**src/hw/ualt_pkg.sv**
```systemverilog
/*
 * Shared constants for the ULPI alternate-mode controller: register
 * addresses, reset values, field positions, timing and state codes.
 * Assumes a 100 MHz single clock domain.
 */
package ualt_pkg;
   // Clock and converter timing
   localparam int unsigned CLK_PERIOD_NS = 10;
   localparam int unsigned RID_CONV_TIME_NS = 2000;
   localparam int unsigned RID_CONV_CYCLES = (RID_CONV_TIME_NS + CLK_PERIOD_NS - 1) / CLK_PERIOD_NS;
   localparam logic [15:0] RID_CONV_LOAD = 16'(RID_CONV_CYCLES - 1);

   // Register base addresses (write; set at +1, clear at +2; headset has no set or clear)
   localparam logic [5:0] A_FUNC = 6'h04;
   localparam logic [5:0] A_IFC = 6'h07;
   localparam logic [5:0] A_CARKIT = 6'h19;
   localparam logic [5:0] A_CIE = 6'h1d;
   localparam logic [5:0] A_HEADSET = 6'h33;
   localparam logic [5:0] A_RID = 6'h36;
   localparam logic [5:0] A_IOPWR = 6'h39;

   // Reset values
   localparam logic [7:0] R_FUNC = 8'h41;
   localparam logic [7:0] R_IFC = 8'h00;
   localparam logic [7:0] R_CARKIT = 8'h00;
   localparam logic [7:0] R_CIE = 8'h00;
   localparam logic [7:0] R_HEADSET = 8'h00;
   localparam logic [7:0] R_RID = 8'h00;
   localparam logic [7:0] R_IOPWR = 8'h04;
   localparam logic [7:0] FUNC_WMASK = 8'h7f;

   // Field positions
   localparam int IFC_ACCESSORY = 2;
   localparam int IFC_KEEP_CLK = 3;
   localparam int CK_TX_ROUTE = 2;
   localparam int CK_RX_ROUTE = 3;
   localparam int CK_LEFT = 4;
   localparam int CK_RIGHT = 5;
   localparam int HS_MODE = 0;
   localparam int RID_IRQ_EN = 5;
   localparam int RID_START = 6;
   localparam int IOPWR_UART_LVL = 1;
   localparam int CIE_VBUS = 2;
   localparam int RX_ID = 6;
   localparam int RX_ALT = 7;
   localparam logic [1:0] XCVR_LS = 2'h2;

   // Link command prefixes
   localparam logic [1:0] TX_WRITE = 2'h2;
   localparam logic [1:0] TX_READ = 2'h3;

   // Interface sequencer states
   typedef enum logic [3:0] {
      ST_IDLE = 4'h0,
      ST_W_NXT = 4'h1,
      ST_W_DATA = 4'h2,
      ST_W_STP = 4'h3,
      ST_R_NXT = 4'h4,
      ST_R_TURN = 4'h5,
      ST_R_DATA = 4'h6,
      ST_X_TURN = 4'h7,
      ST_X_DATA = 4'h8,
      ST_ENTER = 4'h9,
      ST_CARKIT = 4'ha,
      ST_HEADSET = 4'hb,
      ST_EXIT = 4'hc
   } ualt_state_t;
endpackage : ualt_pkg

```
**src/hw/ualt_stream_if.sv**
```systemverilog
/*
 * Valid/ready byte stream between the controller and its queue.
 * Assumes both ends share one clock.
 */
`timescale 1ns/100ps
`default_nettype none
interface ualt_stream_if #(parameter int WIDTH = 8);
   logic [WIDTH-1:0] data;
   logic valid;
   logic ready;
   modport src (output data, output valid, input ready);
   modport snk (input data, input valid, output ready);
endinterface : ualt_stream_if
`default_nettype wire

```
**src/hw/ualt_ctrl.sv**
```systemverilog
/*
 * ULPI alternate-mode controller: register access over ULPI, carkit
 * (UART/audio) and headset audio pin remapping, ID resistance converter
 * and RXCMD event reporting through a small queue.
 * Assumes ULPI inputs synchronous to ref_clk and rstn from the reset pin.
 */
`timescale 1ns/100ps
`default_nettype none
// Functional notes
// - Clock output stops in carkit mode unless keep-clock bit was set beforehand.
// - Carkit interrupt only from sources enabled in carkit interrupt enable.
// - Sample sources in the same cycle DIR rises; flag when live level differs.
// - No line state presented to the Link in carkit mode.
// - STP exits mode; DIR drops, then wait STP low before sync operation.
// - Reset pin low resets everything and returns to sync mode.
// - UART: data bit 0 goes to DM, DP level returns on data bit 1.
// - UART entry applies regulator level field and DP/DM pull-ups.
// - UART edge rates follow transceiver-speed select field.
// - Carkit: data 2 and 4-7 low, data 3 high on pending interrupt.
// - Sync mode: audio switches follow register write immediately.
// - ID-ground fall: RXCMD bit 6 low in sync, data 3 high in carkit, data 4 low in headset.
// - Start bit launches ID measurement; it clears when done.
// - With measure irq enabled, completion sends RXCMD with alt bit.
// - Completion loads the measured code into the value field.
// - Headset register write enters headset mode without touching audio switches.
// - Headset: d0 session, d1 gated vbus, d3 low, d4 ground, d5 float.
// - Headset inputs: d2 grounds ID, d6 high-ohm pull-up, d7 low-ohm pull-up.
module ualt_ctrl #(
   parameter int FIFO_DEPTH = 4
) (
   // Clock and reset
   input wire logic ref_clk,
   input wire logic rstn,
   // ULPI link
   input wire logic stp,
   input wire logic [7:0] data_i,
   output logic dir,
   output logic nxt,
   output logic [7:0] data_o,
   output logic [7:0] data_oe_n,
   // Analog status
   input wire logic id_grounded_comparator,
   input wire logic id_float_cmp,
   input wire logic vbus_valid_cmp,
   input wire logic sess_valid_cmp,
   input wire logic dp_rx_level,
   input wire logic [1:0] line_state,
   input wire logic [2:0] id_adc_code,
   // Analog controls
   output logic clock_output_run,
   output logic dm_tx_level,
   output logic uart_pullups_en,
   output logic uart_regulator_level,
   output logic tx_low_speed_edges,
   output logic left_audio_switch_en,
   output logic right_audio_switch_en,
   output logic id_force_ground,
   output logic id_high_ohm_pullup_en,
   output logic id_low_ohm_pullup_en
);
   ualt_pkg::ualt_state_t st_q;
   logic dir_q, nxt_q, clk_run_q, dm_q, pu_q, lvl_q, ls_q, left_q, right_q;
   logic idg_q, idh_q, idl_q;
   logic [7:0] do_q, oe_n_q;
   logic [7:0] func_q, ifc_q, carkit_q, cie_q, headset_q, rid_q, iopwr_q;
   logic [5:0] addr_q;
   logic [3:0] src, sampled_q;
   logic id_prev_q, idfall_pend_q, rid_pend_q, rid_run_q, rid_done;
   logic [15:0] rid_cnt_q;
   logic wr_en, exit_clr, alt_irq, sync_mode, uart_on;
   logic [7:0] rd_val;

   ualt_stream_if #(.WIDTH(8)) q_in ();
   ualt_stream_if #(.WIDTH(8)) q_out ();

   ualt_fifo #(.WIDTH(8), .DEPTH(FIFO_DEPTH)) u_fifo (
      .clk(ref_clk),
      .rst_n(rstn),
      .wr(q_in.snk),
      .rd(q_out.src)
   );

   ////////////////////////////////////////////////////////////////////////
   // Register helpers: base, base+1 set, base+2 clear
   function automatic logic hit3(input logic [5:0] a, input logic [5:0] b);
      hit3 = (a >= b) && (a <= b + 6'h2);
   endfunction : hit3

   function automatic logic [7:0] upd(input logic [7:0] cur, input logic [5:0] a, input logic [5:0] b,
                                      input logic [7:0] v);
      logic [1:0] op;
      op = 2'(a - b);
      unique case (op)
         2'h1: upd = cur | v;
         2'h2: upd = cur & ~v;
         default: upd = v;
      endcase
   endfunction : upd
   // Outputs straight from flops
   assign {dir, nxt, data_o, data_oe_n} = {dir_q, nxt_q, do_q, oe_n_q};
   assign {clock_output_run, dm_tx_level, uart_pullups_en, uart_regulator_level} = {clk_run_q, dm_q, pu_q, lvl_q};
   assign {tx_low_speed_edges, left_audio_switch_en, right_audio_switch_en} = {ls_q, left_q, right_q};
   assign {id_force_ground, id_high_ohm_pullup_en, id_low_ohm_pullup_en} = {idg_q, idh_q, idl_q};
   ////////////////////////////////////////////////////////////////////////
   // Decode of current activity
   assign wr_en = (st_q == ualt_pkg::ST_W_DATA);
   assign exit_clr = ((st_q == ualt_pkg::ST_CARKIT) || (st_q == ualt_pkg::ST_HEADSET)) && stp;
   assign sync_mode = (st_q != ualt_pkg::ST_CARKIT) && (st_q != ualt_pkg::ST_HEADSET)
                      && (st_q != ualt_pkg::ST_ENTER);
   assign uart_on = (st_q == ualt_pkg::ST_CARKIT) && carkit_q[ualt_pkg::CK_TX_ROUTE]
                    && carkit_q[ualt_pkg::CK_RX_ROUTE];
   assign src = {sess_valid_cmp, vbus_valid_cmp, id_grounded_comparator, id_float_cmp};
   // Only enabled sources whose level moved since entry
   assign alt_irq = |((src ^ sampled_q) & cie_q[3:0]);

   // Read mux; unmapped addresses read zero
   always_comb
   begin
      rd_val = 8'h00;
      if (hit3(addr_q, ualt_pkg::A_FUNC)) rd_val = func_q;
      else if (hit3(addr_q, ualt_pkg::A_IFC)) rd_val = ifc_q;
      else if (hit3(addr_q, ualt_pkg::A_CARKIT)) rd_val = carkit_q;
      else if (hit3(addr_q, ualt_pkg::A_CIE)) rd_val = cie_q;
      else if (addr_q == ualt_pkg::A_HEADSET) rd_val = headset_q;
      else if (hit3(addr_q, ualt_pkg::A_RID)) rd_val = rid_q;
      else if (hit3(addr_q, ualt_pkg::A_IOPWR)) rd_val = iopwr_q;
   end

   ////////////////////////////////////////////////////////////////////////
   // Plain read/write/set/clear registers
   always_ff @(posedge ref_clk or negedge rstn)
   begin
      if (!rstn)
      begin
         func_q <= ualt_pkg::R_FUNC;
         carkit_q <= ualt_pkg::R_CARKIT;
         cie_q <= ualt_pkg::R_CIE;
         iopwr_q <= ualt_pkg::R_IOPWR;
      end
      else if (wr_en)
      begin
         if (hit3(addr_q, ualt_pkg::A_FUNC))
            func_q <= upd(func_q, addr_q, ualt_pkg::A_FUNC, data_i) & ualt_pkg::FUNC_WMASK;
         if (hit3(addr_q, ualt_pkg::A_CARKIT))
            carkit_q <= upd(carkit_q, addr_q, ualt_pkg::A_CARKIT, data_i);
         if (hit3(addr_q, ualt_pkg::A_CIE))
            cie_q <= upd(cie_q, addr_q, ualt_pkg::A_CIE, data_i);
         if (hit3(addr_q, ualt_pkg::A_IOPWR))
            iopwr_q <= upd(iopwr_q, addr_q, ualt_pkg::A_IOPWR, data_i);
      end
   end

   // Mode registers; hardware clears the mode on exit
   always_ff @(posedge ref_clk or negedge rstn)
   begin
      if (!rstn)
      begin
         ifc_q <= ualt_pkg::R_IFC;
         headset_q <= ualt_pkg::R_HEADSET;
      end
      else if (exit_clr)
      begin
         ifc_q[ualt_pkg::IFC_ACCESSORY] <= 1'b0;
         headset_q[ualt_pkg::HS_MODE] <= 1'b0;
      end
      else if (wr_en)
      begin
         if (hit3(addr_q, ualt_pkg::A_IFC))
            ifc_q <= upd(ifc_q, addr_q, ualt_pkg::A_IFC, data_i);
         if (addr_q == ualt_pkg::A_HEADSET)
            headset_q <= data_i;
      end
   end

   ////////////////////////////////////////////////////////////////////////
   // ID resistance converter; completion beats a same-cycle write
   assign rid_done = rid_run_q && (rid_cnt_q == 16'h0000);

   always_ff @(posedge ref_clk or negedge rstn)
   begin
      if (!rstn)
      begin
         rid_q <= ualt_pkg::R_RID;
         rid_run_q <= 1'b0;
         rid_cnt_q <= 16'h0000;
      end
      else
      begin
         if (wr_en && hit3(addr_q, ualt_pkg::A_RID))
            rid_q <= upd(rid_q, addr_q, ualt_pkg::A_RID, data_i);
         if (rid_done)
         begin
            rid_run_q <= 1'b0;
            rid_q[ualt_pkg::RID_START] <= 1'b0;
            rid_q[2:0] <= id_adc_code;
         end
         else if (rid_run_q)
            rid_cnt_q <= rid_cnt_q - 16'h0001;
         else if (rid_q[ualt_pkg::RID_START])
         begin
            rid_run_q <= 1'b1;
            rid_cnt_q <= ualt_pkg::RID_CONV_LOAD;
         end
      end
   end

   ////////////////////////////////////////////////////////////////////////
   // RXCMD events: pending until the queue takes them, set beats clear
   assign q_in.valid = idfall_pend_q | rid_pend_q;
   assign q_in.data = {rid_pend_q, id_grounded_comparator, 2'h0,
                       vbus_valid_cmp, sess_valid_cmp, line_state};
   assign q_out.ready = (st_q == ualt_pkg::ST_X_TURN);

   always_ff @(posedge ref_clk or negedge rstn)
   begin
      if (!rstn)
      begin
         id_prev_q <= 1'b1;
         idfall_pend_q <= 1'b0;
         rid_pend_q <= 1'b0;
      end
      else
      begin
         id_prev_q <= id_grounded_comparator;
         if (sync_mode && id_prev_q && !id_grounded_comparator)
            idfall_pend_q <= 1'b1;
         else if (q_in.ready)
            idfall_pend_q <= 1'b0;
         if (rid_done && rid_q[ualt_pkg::RID_IRQ_EN])
            rid_pend_q <= 1'b1;
         else if (q_in.ready)
            rid_pend_q <= 1'b0;
      end
   end

   ////////////////////////////////////////////////////////////////////////
   // ULPI sequencer and pin drive
   always_ff @(posedge ref_clk or negedge rstn)
   begin
      if (!rstn)
      begin
         st_q <= ualt_pkg::ST_IDLE;
         dir_q <= 1'b0;
         nxt_q <= 1'b0;
         do_q <= 8'h00;
         oe_n_q <= 8'hff;
         addr_q <= 6'h00;
         sampled_q <= 4'h0;
         clk_run_q <= 1'b1;
      end
      else if (exit_clr)
      begin
         // Leave carkit or headset on STP; pins released first
         do_q <= 8'h00;
         oe_n_q <= 8'hff;
         dir_q <= 1'b0;
         clk_run_q <= 1'b1;
         st_q <= ualt_pkg::ST_EXIT;
      end
      else
      begin
         unique case (st_q)
            ualt_pkg::ST_IDLE:
            begin
               // Bit 6 tells a read command from a write
               if (data_i[7:6] == ualt_pkg::TX_WRITE || data_i[7:6] == ualt_pkg::TX_READ)
               begin
                  addr_q <= data_i[5:0];
                  nxt_q <= 1'b1;
                  st_q <= data_i[6] ? ualt_pkg::ST_R_NXT : ualt_pkg::ST_W_NXT;
               end
               else if (q_out.valid)
               begin
                  dir_q <= 1'b1;
                  st_q <= ualt_pkg::ST_X_TURN;
               end
            end
            ualt_pkg::ST_W_NXT:
            begin
               nxt_q <= 1'b0;
               st_q <= ualt_pkg::ST_W_DATA;
            end
            ualt_pkg::ST_W_DATA:
               st_q <= ualt_pkg::ST_W_STP;
            ualt_pkg::ST_W_STP:
            begin
               // Mode bits were written the cycle before; enter on STP
               if (stp && (ifc_q[ualt_pkg::IFC_ACCESSORY] || headset_q[ualt_pkg::HS_MODE]))
                  st_q <= ualt_pkg::ST_ENTER;
               else if (stp)
                  st_q <= ualt_pkg::ST_IDLE;
            end
            ualt_pkg::ST_R_NXT:
            begin
               nxt_q <= 1'b0;
               dir_q <= 1'b1;
               st_q <= ualt_pkg::ST_R_TURN;
            end
            ualt_pkg::ST_R_TURN:
            begin
               do_q <= rd_val;
               oe_n_q <= 8'h00;
               st_q <= ualt_pkg::ST_R_DATA;
            end
            ualt_pkg::ST_X_TURN:
            begin
               do_q <= q_out.data;
               oe_n_q <= 8'h00;
               st_q <= ualt_pkg::ST_X_DATA;
            end
            ualt_pkg::ST_R_DATA, ualt_pkg::ST_X_DATA:
            begin
               dir_q <= 1'b0;
               oe_n_q <= 8'hff;
               st_q <= ualt_pkg::ST_IDLE;
            end
            ualt_pkg::ST_ENTER:
            begin
               sampled_q <= src;
               dir_q <= 1'b1;
               clk_run_q <= ifc_q[ualt_pkg::IFC_KEEP_CLK];
               st_q <= headset_q[ualt_pkg::HS_MODE] ? ualt_pkg::ST_HEADSET : ualt_pkg::ST_CARKIT;
            end
            ualt_pkg::ST_CARKIT:
            begin
               // Bit 0 is link input; no line state is ever driven here
               do_q <= {4'h0, alt_irq, 1'b0,
                        carkit_q[ualt_pkg::CK_RX_ROUTE] & dp_rx_level, 1'b0};
               oe_n_q <= 8'h01;
            end
            ualt_pkg::ST_HEADSET:
            begin
               do_q <= {2'h0, id_float_cmp, id_grounded_comparator, 1'b0, 1'b0,
                        vbus_valid_cmp & cie_q[ualt_pkg::CIE_VBUS], sess_valid_cmp};
               oe_n_q <= 8'hc4;
            end
            ualt_pkg::ST_EXIT:
            begin
               if (!stp)
                  st_q <= ualt_pkg::ST_IDLE;
            end
            default:
               st_q <= ualt_pkg::ST_IDLE;
         endcase
      end
   end

   ////////////////////////////////////////////////////////////////////////
   // Analog controls; audio switches only move in sync mode so alt
   // modes never glitch the audio path
   always_ff @(posedge ref_clk or negedge rstn)
   begin
      if (!rstn)
      begin
         dm_q <= 1'b1;
         pu_q <= 1'b0;
         lvl_q <= 1'b0;
         ls_q <= 1'b0;
         left_q <= 1'b0;
         right_q <= 1'b0;
         idg_q <= 1'b0;
         idh_q <= 1'b0;
         idl_q <= 1'b0;
      end
      else
      begin
         dm_q <= uart_on ? data_i[0] : 1'b1;
         pu_q <= uart_on;
         lvl_q <= iopwr_q[ualt_pkg::IOPWR_UART_LVL];
         ls_q <= (func_q[1:0] == ualt_pkg::XCVR_LS);
         if (sync_mode)
         begin
            left_q <= carkit_q[ualt_pkg::CK_LEFT];
            right_q <= carkit_q[ualt_pkg::CK_RIGHT];
         end
         {idl_q, idh_q, idg_q} <= {3{st_q == ualt_pkg::ST_HEADSET}} & {data_i[7], data_i[6], data_i[2]};
      end
   end
endmodule : ualt_ctrl
`default_nettype wire

```
**src/hw/ualt_fifo.sv**
```systemverilog
/*
 * Small synchronous FIFO with valid/ready on both sides.
 * Assumes DEPTH is a power of two and one clock.
 */
`timescale 1ns/100ps
`default_nettype none
module ualt_fifo #(
   parameter int WIDTH = 8,
   parameter int DEPTH = 4
) (
   // Clock and reset
   input wire logic clk,
   input wire logic rst_n,
   // Streams
   ualt_stream_if.snk wr,
   ualt_stream_if.src rd
);
   localparam int AW = $clog2(DEPTH);
   localparam logic [AW:0] FULL = (AW + 1)'(DEPTH);

   logic [WIDTH-1:0] mem [DEPTH];
   logic [AW-1:0] wp_q;
   logic [AW-1:0] rp_q;
   logic [AW:0] cnt_q;
   logic push;
   logic pop;

   ////////////////////////////////////////////////////////////////////////
   // Handshakes; full refuses the writer, empty starves the reader
   assign wr.ready = (cnt_q != FULL);
   assign rd.valid = (cnt_q != '0);
   assign rd.data = mem[rp_q];
   assign push = wr.valid & wr.ready;
   assign pop = rd.valid & rd.ready;

   // Storage, no reset needed on data
   always_ff @(posedge clk)
   begin
      if (push)
      begin
         mem[wp_q] <= wr.data;
      end
   end

   // Pointers and occupancy
   always_ff @(posedge clk or negedge rst_n)
   begin
      if (!rst_n)
      begin
         wp_q <= '0;
         rp_q <= '0;
         cnt_q <= '0;
      end
      else
      begin
         if (push)
         begin
            wp_q <= wp_q + 1'b1;
         end
         if (pop)
         begin
            rp_q <= rp_q + 1'b1;
         end
         cnt_q <= cnt_q + (AW + 1)'(push) - (AW + 1)'(pop);
      end
   end
endmodule : ualt_fifo
`default_nettype wire

```
**config.mk**
```make
export PLATFORM = sky130hd
export DESIGN_NAME = ualt_ctrl
export DESIGN_NICKNAME = d
export VERILOG_FILES = /design/src/hw/ualt_pkg.sv /design/src/hw/ualt_stream_if.sv /design/src/hw/ualt_ctrl.sv /design/src/hw/ualt_fifo.sv
export SDC_FILE = /design/constraint.sdc
export NUM_CORES = 1
export LEC_CHECK = 0
export BUFFER_PORTS_ARGS = -buffer_cell sky130_fd_sc_hd__buf_4
export CELL_PAD_IN_SITES_DETAIL_PLACEMENT = 1
export CELL_PAD_IN_SITES_GLOBAL_PLACEMENT = 1
export CORE_ASPECT_RATIO = 0.9
export CORE_MARGIN = 1.5
export CORE_UTILIZATION = 31
export DETAILED_ROUTE_END_ITERATION = 8
export PLACE_DENSITY_LB_ADDON = 0.1
export RECOVER_POWER = 25
export SLEW_MARGIN = 20
export SYNTH_ARGS = -nofsm -noshare
export SYNTH_HDL_FRONTEND = slang
export SYNTH_SLANG_ARGS = --single-unit
export TNS_END_PERCENT = 1
```
**constraint.sdc**
```tcl
create_clock -name ref_clk -period 2.8 [get_ports ref_clk]
set_input_delay 0.56 -clock ref_clk [delete_from_list [all_inputs] [get_ports ref_clk]]
set_output_delay 0.56 -clock ref_clk [all_outputs]
set_load 0.005 [all_outputs]
```
# After elaboration in Yosys (flattened, before gate mapping)
# Memories as Yosys holds them, arrays and structs flattened.
# Index checks and enable logic that the tools add are counted.
# op_classes
add_sub_neg	11
mul	0
div_mod_pow	0
order_cmp	12
n_eq_ne	39
n_shift	0
mux	54
bitwise_logic	23
n_reduce_logical	56
# op_table
cell	count
8-bit case mux with 2 select lines	5
8-bit 2-to-1 mux	9
8-bit case mux with 4 select lines	2
8-bit AND	5
8-bit OR	5
4-bit case mux with 10 select lines	1
16-bit 2-to-1 mux	2
4-bit 2-to-1 mux	6
1-bit 2-to-1 mux	21
4-bit == test, second input constant	5
2-bit == test, second input constant	9
2-bit nonzero test	9
1-bit logical AND	17
4-bit by 3-bit == test with 1-bit output, second input constant	4
16-bit zero test	1
4-bit != test, second input constant	4
2-bit AND reduction	8
16-bit by 1-bit subtractor with 16-bit output, second input constant	1
3-bit AND reduction	5
7-bit case mux with 2 select lines	1
2-bit by 1-bit == test with 1-bit output, second input constant	6
6-bit by 3-bit greater-or-equal comparator with 1-bit output, second input constant	2
6-bit by 5-bit greater-or-equal comparator with 1-bit output, second input constant	2
6-bit greater-or-equal comparator, second input constant	2
other kinds (39)	63
# totals
register_bits	124
latchBits	0
ram_bits	24
mem_bits_ro	0
input_bits	21
output_inout_bits	28
word_cells	231
n_memories	1
# memory_table
name	depth	width	read_ports	rd_clocked_by_memory_dff	wr	line	rtl
u_fifo.mem	4	6	1	0	1	ualt_fifo.sv:21	logic [WIDTH-1:0] mem [DEPTH];

# Logic depth before layout (Yosys ltp)
# depth
ltp_word	11
mapped_depth	10
mapped_depth_nobuf	9

# By module
# A second synthesis with hierarchy kept.
# unflattened
hier_cells	732
hier_area_um2	7833.8
# by_module_without_submodules
module	instances	cells_per_inst	area_per_inst_um2
ualt_ctrl	1	649	6204.7
ualt_fifo	1	83	1629.1

# Worst setup path before layout
# OpenSTA, ideal clock, no wires.
# synth_timing
path_kind	reg2reg
from	register st_q[2]
to	register u_fifo.cnt_q[2]
setup_ns	0.125
arrival_time_ns	2.221
t_required_ns	2.675
setup_slack_ns	0.454
stages_incl_launch_ff	11
n_path_buf	1
period_less_slack_ns	2.346
path_cell_list	dfrtp_1 -> clkbuf_1 -> nand4b_1 -> nor2_1 -> ha_1 -> inv_1 -> ha_1 -> inv_1 -> fa_1 -> xnor2_1 -> xnor2_1
# synth_via
elab_chain_cells	3
# synth_rtl
item	line	rtl
from (decl)	ualt_ctrl.sv:61	ualt_pkg::ualt_state_t st_q;
from (signal assigned)	ualt_ctrl.sv:242	st_q <= ualt_pkg::ST_IDLE;
from (signal assigned)	ualt_ctrl.sv:258	st_q <= ualt_pkg::ST_EXIT;
from (signal assigned)	ualt_ctrl.sv:270	st_q <= data_i[6] ? ualt_pkg::ST_R_NXT : ualt_pkg::ST_W_NXT;
4-bit by 3-bit == test with 1-bit output	ualt_ctrl.sv:212	assign q_out.ready = (st_q == ualt_pkg::ST_X_TURN);
1-bit AND	ualt_fifo.sv:34	assign pop = rd.valid & rd.ready;
named net u_fifo.pop	ualt_fifo.sv:26	logic pop;
3-bit by 1-bit subtractor with 3-bit output	ualt_fifo.sv:64	cnt_q <= cnt_q + (AW + 1)'(push) - (AW + 1)'(pop);
to (signal assigned)	ualt_fifo.sv:64	
to (decl)	ualt_fifo.sv:24	logic [AW:0] cnt_q;
# The timed path passes the listed nets, and every way through them passes these cells.
# A chain may end at the register's enable or synchronous reset.

# Final worst setup path
# layout_timing
from	register addr_q[1]
to	register do_q[7], in the netlist data_o[7]
# layout_via
elab_chain_cells	11
elab_cells_between_ends	28
# layout_rtl
item	line	rtl
from (decl)	ualt_ctrl.sv:66	logic [5:0] addr_q;
from (signal assigned)	ualt_ctrl.sv:268	addr_q <= data_i[5:0];
6-bit greater-or-equal comparator / 6-bit <= comparator (equally long branches)	ualt_ctrl.sv:86	hit3 = (a >= b) && (a <= b + 6'h2);
1-bit logical AND	ualt_ctrl.sv:86	
8-bit 2-to-1 mux	ualt_ctrl.sv:126	else if (hit3(addr_q, ualt_pkg::A_IOPWR)) rd_val = iopwr_q;
8-bit 2-to-1 mux	ualt_ctrl.sv:125	else if (hit3(addr_q, ualt_pkg::A_RID)) rd_val = rid_q;
8-bit 2-to-1 mux	ualt_ctrl.sv:124	else if (addr_q == ualt_pkg::A_HEADSET) rd_val = headset_q;
8-bit 2-to-1 mux	ualt_ctrl.sv:123	else if (hit3(addr_q, ualt_pkg::A_CIE)) rd_val = cie_q;
8-bit 2-to-1 mux	ualt_ctrl.sv:122	else if (hit3(addr_q, ualt_pkg::A_CARKIT)) rd_val = carkit_q;
8-bit 2-to-1 mux	ualt_ctrl.sv:121	else if (hit3(addr_q, ualt_pkg::A_IFC)) rd_val = ifc_q;
8-bit 2-to-1 mux *	ualt_ctrl.sv:120	if (hit3(addr_q, ualt_pkg::A_FUNC)) rd_val = func_q;
8-bit case mux with 4 select lines *	ualt_ctrl.sv:262	unique case (st_q)
8-bit 2-to-1 mux *	ualt_ctrl.sv:251	else if (exit_clr)
to (signal assigned)	ualt_ctrl.sv:301	do_q <= rd_val;
to (signal assigned)	ualt_ctrl.sv:307	do_q <= q_out.data;
to (signal assigned)	ualt_ctrl.sv:327	do_q <= {4'h0, alt_irq, 1'b0,
to (decl)	ualt_ctrl.sv:64	logic [7:0] do_q, oe_n_q;
# Mark *: on every way between the ends. The rest lies on a longest branch, timed or not.

==> summary.txt <==
Critical Path AT: 2.84 ns
Sum Neg Setup Slack: 0 ns
htree depth: 4
post-synth top area cell: dfrtp_1
Starting DRT DRC Count: 341
Overall Power: 0.009687 W
Pre-antenna DRT Iters: 6
Die ar.: 25030 sq um
Syn Area/Cell: 10.17 sq um
Row Count: 53
YS warnings: 0
hold_buf cts: 0
Max Transition Viols Final: 0
final worst path period share: 90.66%
drt wl/cell: 22.68 um
final setup vio count: 0
final hold violation count: 0
critical setup path kind: register to register
status: completed
Placed Instances: 1061
Worst-path clk slew: 0.07 ns
top-area cell type share of the netlist area: 36.86%
Ports: 49
nets@finish: 812
largest cells by area after synthesis: dfrtp_1, edfxtp_1, a21oi_1
#FFs+latches synth: 143
commonest register cell after synthesis: dfrtp_1
Diodes inserted: 0
Register-to-Register Path Depth: 7
EDFF count, synth: 24
post-DR vias/cell: 5.485
share of layout cells above drive strength 1: 18.58%
clock tree sinks: 143
CP Max Fanout: 10
Starting Density: 31.81%
initial antenna violation count: 1
Area Growth Syn to Fin: 18.05%
Post-DP HPWL: 18.20 mm
GPL Wtd Cong: 0.8068
Pwr per Cell Area: 1099 nW/um^2
worst skew pair latency: 0.44 ns
port bufs: 48
Post-Layout Cell Count: 1093
Die Ht: 150.2 um
Max Clock Freq: 0.3939 GHz
ys async rst share: 83.22%
syn nets: 768
mapped cell area: 7467 sq um
die width: 166.6 um
vias in the first global route: 6365
Synth cell types: 74
CTS buffer count: 17
minimum clock period: 2.538 ns
clock tree buffer depth: 2
Residual DRC: 0
cells after synthesis: 734
filler instances: 2623
Root Driver: clkbuf_16
worst hold path class: input port to asynchronous set/reset pin
Setup Skew: 0.01506 ns
Seq/Total Area, Yosys: 49.68%
GRT Residual Overflow: 0
pin count of the biggest net entering global routing: 41
total vias in the final route: 5995
post-detailed-route count of antenna-violating nets: 0
WP data required: 3.10 ns
first-pass GRT wire length: 38.50 mm
number of max-cap violations: 0
Rel. slew slack: 24.76%
area of the core: 23480 sq um
DRT Wirelength: 24.79 mm
worst vdd ir: 0.3473 mV
Slew @ Worst Pin: 1.129 ns
CP endpoint kind: register
Setup crit start kind: register
TritonCTS clock tree: done
gr usage total: 20.59%
Leak Pwr: 3.685 nW
RSZ-0062 raised after global routing: no
## routing by layer
metal,track usage (%),routed length [um],vias to the layer above
met5,0,13,-
met4,7.636,509,2
met3,4.364,1170,32
met2,32.35,11490,117
met1,28.07,11600,3070
li1,-,-,2774
## where the power goes
| group | total [W] | switching (W) | internal [W] | leakage [nW] |
|---|---|---|---|---|
| Combinational | 0.00364 | 0.00214 | 0.00150 | 1.61 |
| Clock | 0.00251 | 0.00106 | 0.00145 | 0.314 |
| Sequential | 0.00354 | 0.000733 | 0.00281 | 1.76 |
## cell families after synthesis
logic type / Yosys count / synth area share (%)
flip-flops: 143 / 49.68
XOR/XNOR: 32 / 3.753
AND/OR/NAND/NOR: 198 / 14.65
buffers and inverters: 78 / 4.424
multiplexers: 32 / 5.546
AO/OA/AOI/OAI: 238 / 19.67
adder cells (fa/ha/maj): 13 / 2.279
## critical path, cell delays in order, from the launching register on
cell and delay [ns]:
dfrtp_1 0.46, inv_1 0.13, ha_1 0.25, nand2b_1 0.33, nand2b_1 0.37, o2bb2ai_1 0.12
a2111oi_1 0.57, o41ai_1 0.16
## synth_stat cells (all sizes together), types with 8 or more instances
| library cell | number |
|---|---|
| nor4 | 8 |
| buf | 16 |
| clkbuf | 37 |
| a22oi | 8 |
| mux2i | 11 |
| nand2 | 30 |
| nand3 | 17 |
| dfstp | 9 |
| o21ai | 44 |
| inv | 25 |
| nand4b | 8 |
| ha | 12 |
| a21oi | 106 |
| nor2 | 53 |
| mux2 | 15 |
| dfrtp | 110 |
| nand2b | 10 |
| xor2 | 13 |
| xnor2 | 19 |
| edfxtp | 24 |
| nor3 | 25 |
| nor2b | 10 |
## worst paths after layout
path / from / end / slack (ns)
worst max-delay path: addr_q[1] / data_o[7] / 0.26
worst min-delay path: rstn / data_o[5] / 0.32
worst max register to register: addr_q[1] / data_o[7] / 0.26
worst min register to register: iopwr_q[1] / uart_regulator_level / 0.45
max in group asynchronous: rstn / carkit_q[0] / 0.89
min in group ref_clk: line_state[0] / u_fifo.mem[3][0] / 0.38
## registers in the layout, summed over array words and instances (netlist names), 4 cells and up
register    flops
u_fifo.mem     24
rid_cnt_q      16
carkit_q        8
cie_q           8
data_o          8
headset_q       8
ifc_q           8
iopwr_q         8
rid_q           8
func_q          7
addr_q          6
sampled_q       4
st_q            4
## metrics by stage
step	setup WS, ns	hold slack [ns]	utilization, %	cell area [sq um]
6_report	0.2616	0.3220	37.55	8815
5_1_grt	0.03304	0.3717	37.55	8815
4_1_cts	0.03220	0.1343	37.69	8847
3_5_place_dp	0.07030	0.4419	34.96	8207
3_3_place_gp	0.1316	0.4519	34.96	8207
2_1_floorplan	0.4538	0.2644	-	7467
## cells in the final DEF (no fill, tap or decap), types with 11 or more instances in the layout
master / instances
dfrtp_1: 110
a21oi_1: 105
buf_4: 70
nor2_1: 52
o21ai_0: 43
nand2_1: 30
inv_1: 25
edfxtp_1: 24
nor3_1: 23
xnor2_1: 19
nand3_1: 17
clkbuf_16: 17
mux2_2: 15
xor2_1: 13
ha_1: 12
mux2i_1: 11
## timing repair
item	4_1_cts	5_1_grt
hold endpoints to repair	0	0
resized for setup	0	3
setup buffers	0	0
endpoints found under the setup margin	0	3
## cell type report
type	count	area, sq um	share of cell area [%]
Inverter	25	93.84	1.065
Multi-Input combinational cell	513	3435	38.96
Timing Repair Buffer	78	558.0	6.331
Tap cell	302	377.9	4.287
Sequential cell	143	3710	42.09
Clock buffer	17	425.4	4.826
Clock inverter	15	215.2	2.441
Note: power is estimated with default switching activity, not from simulation.
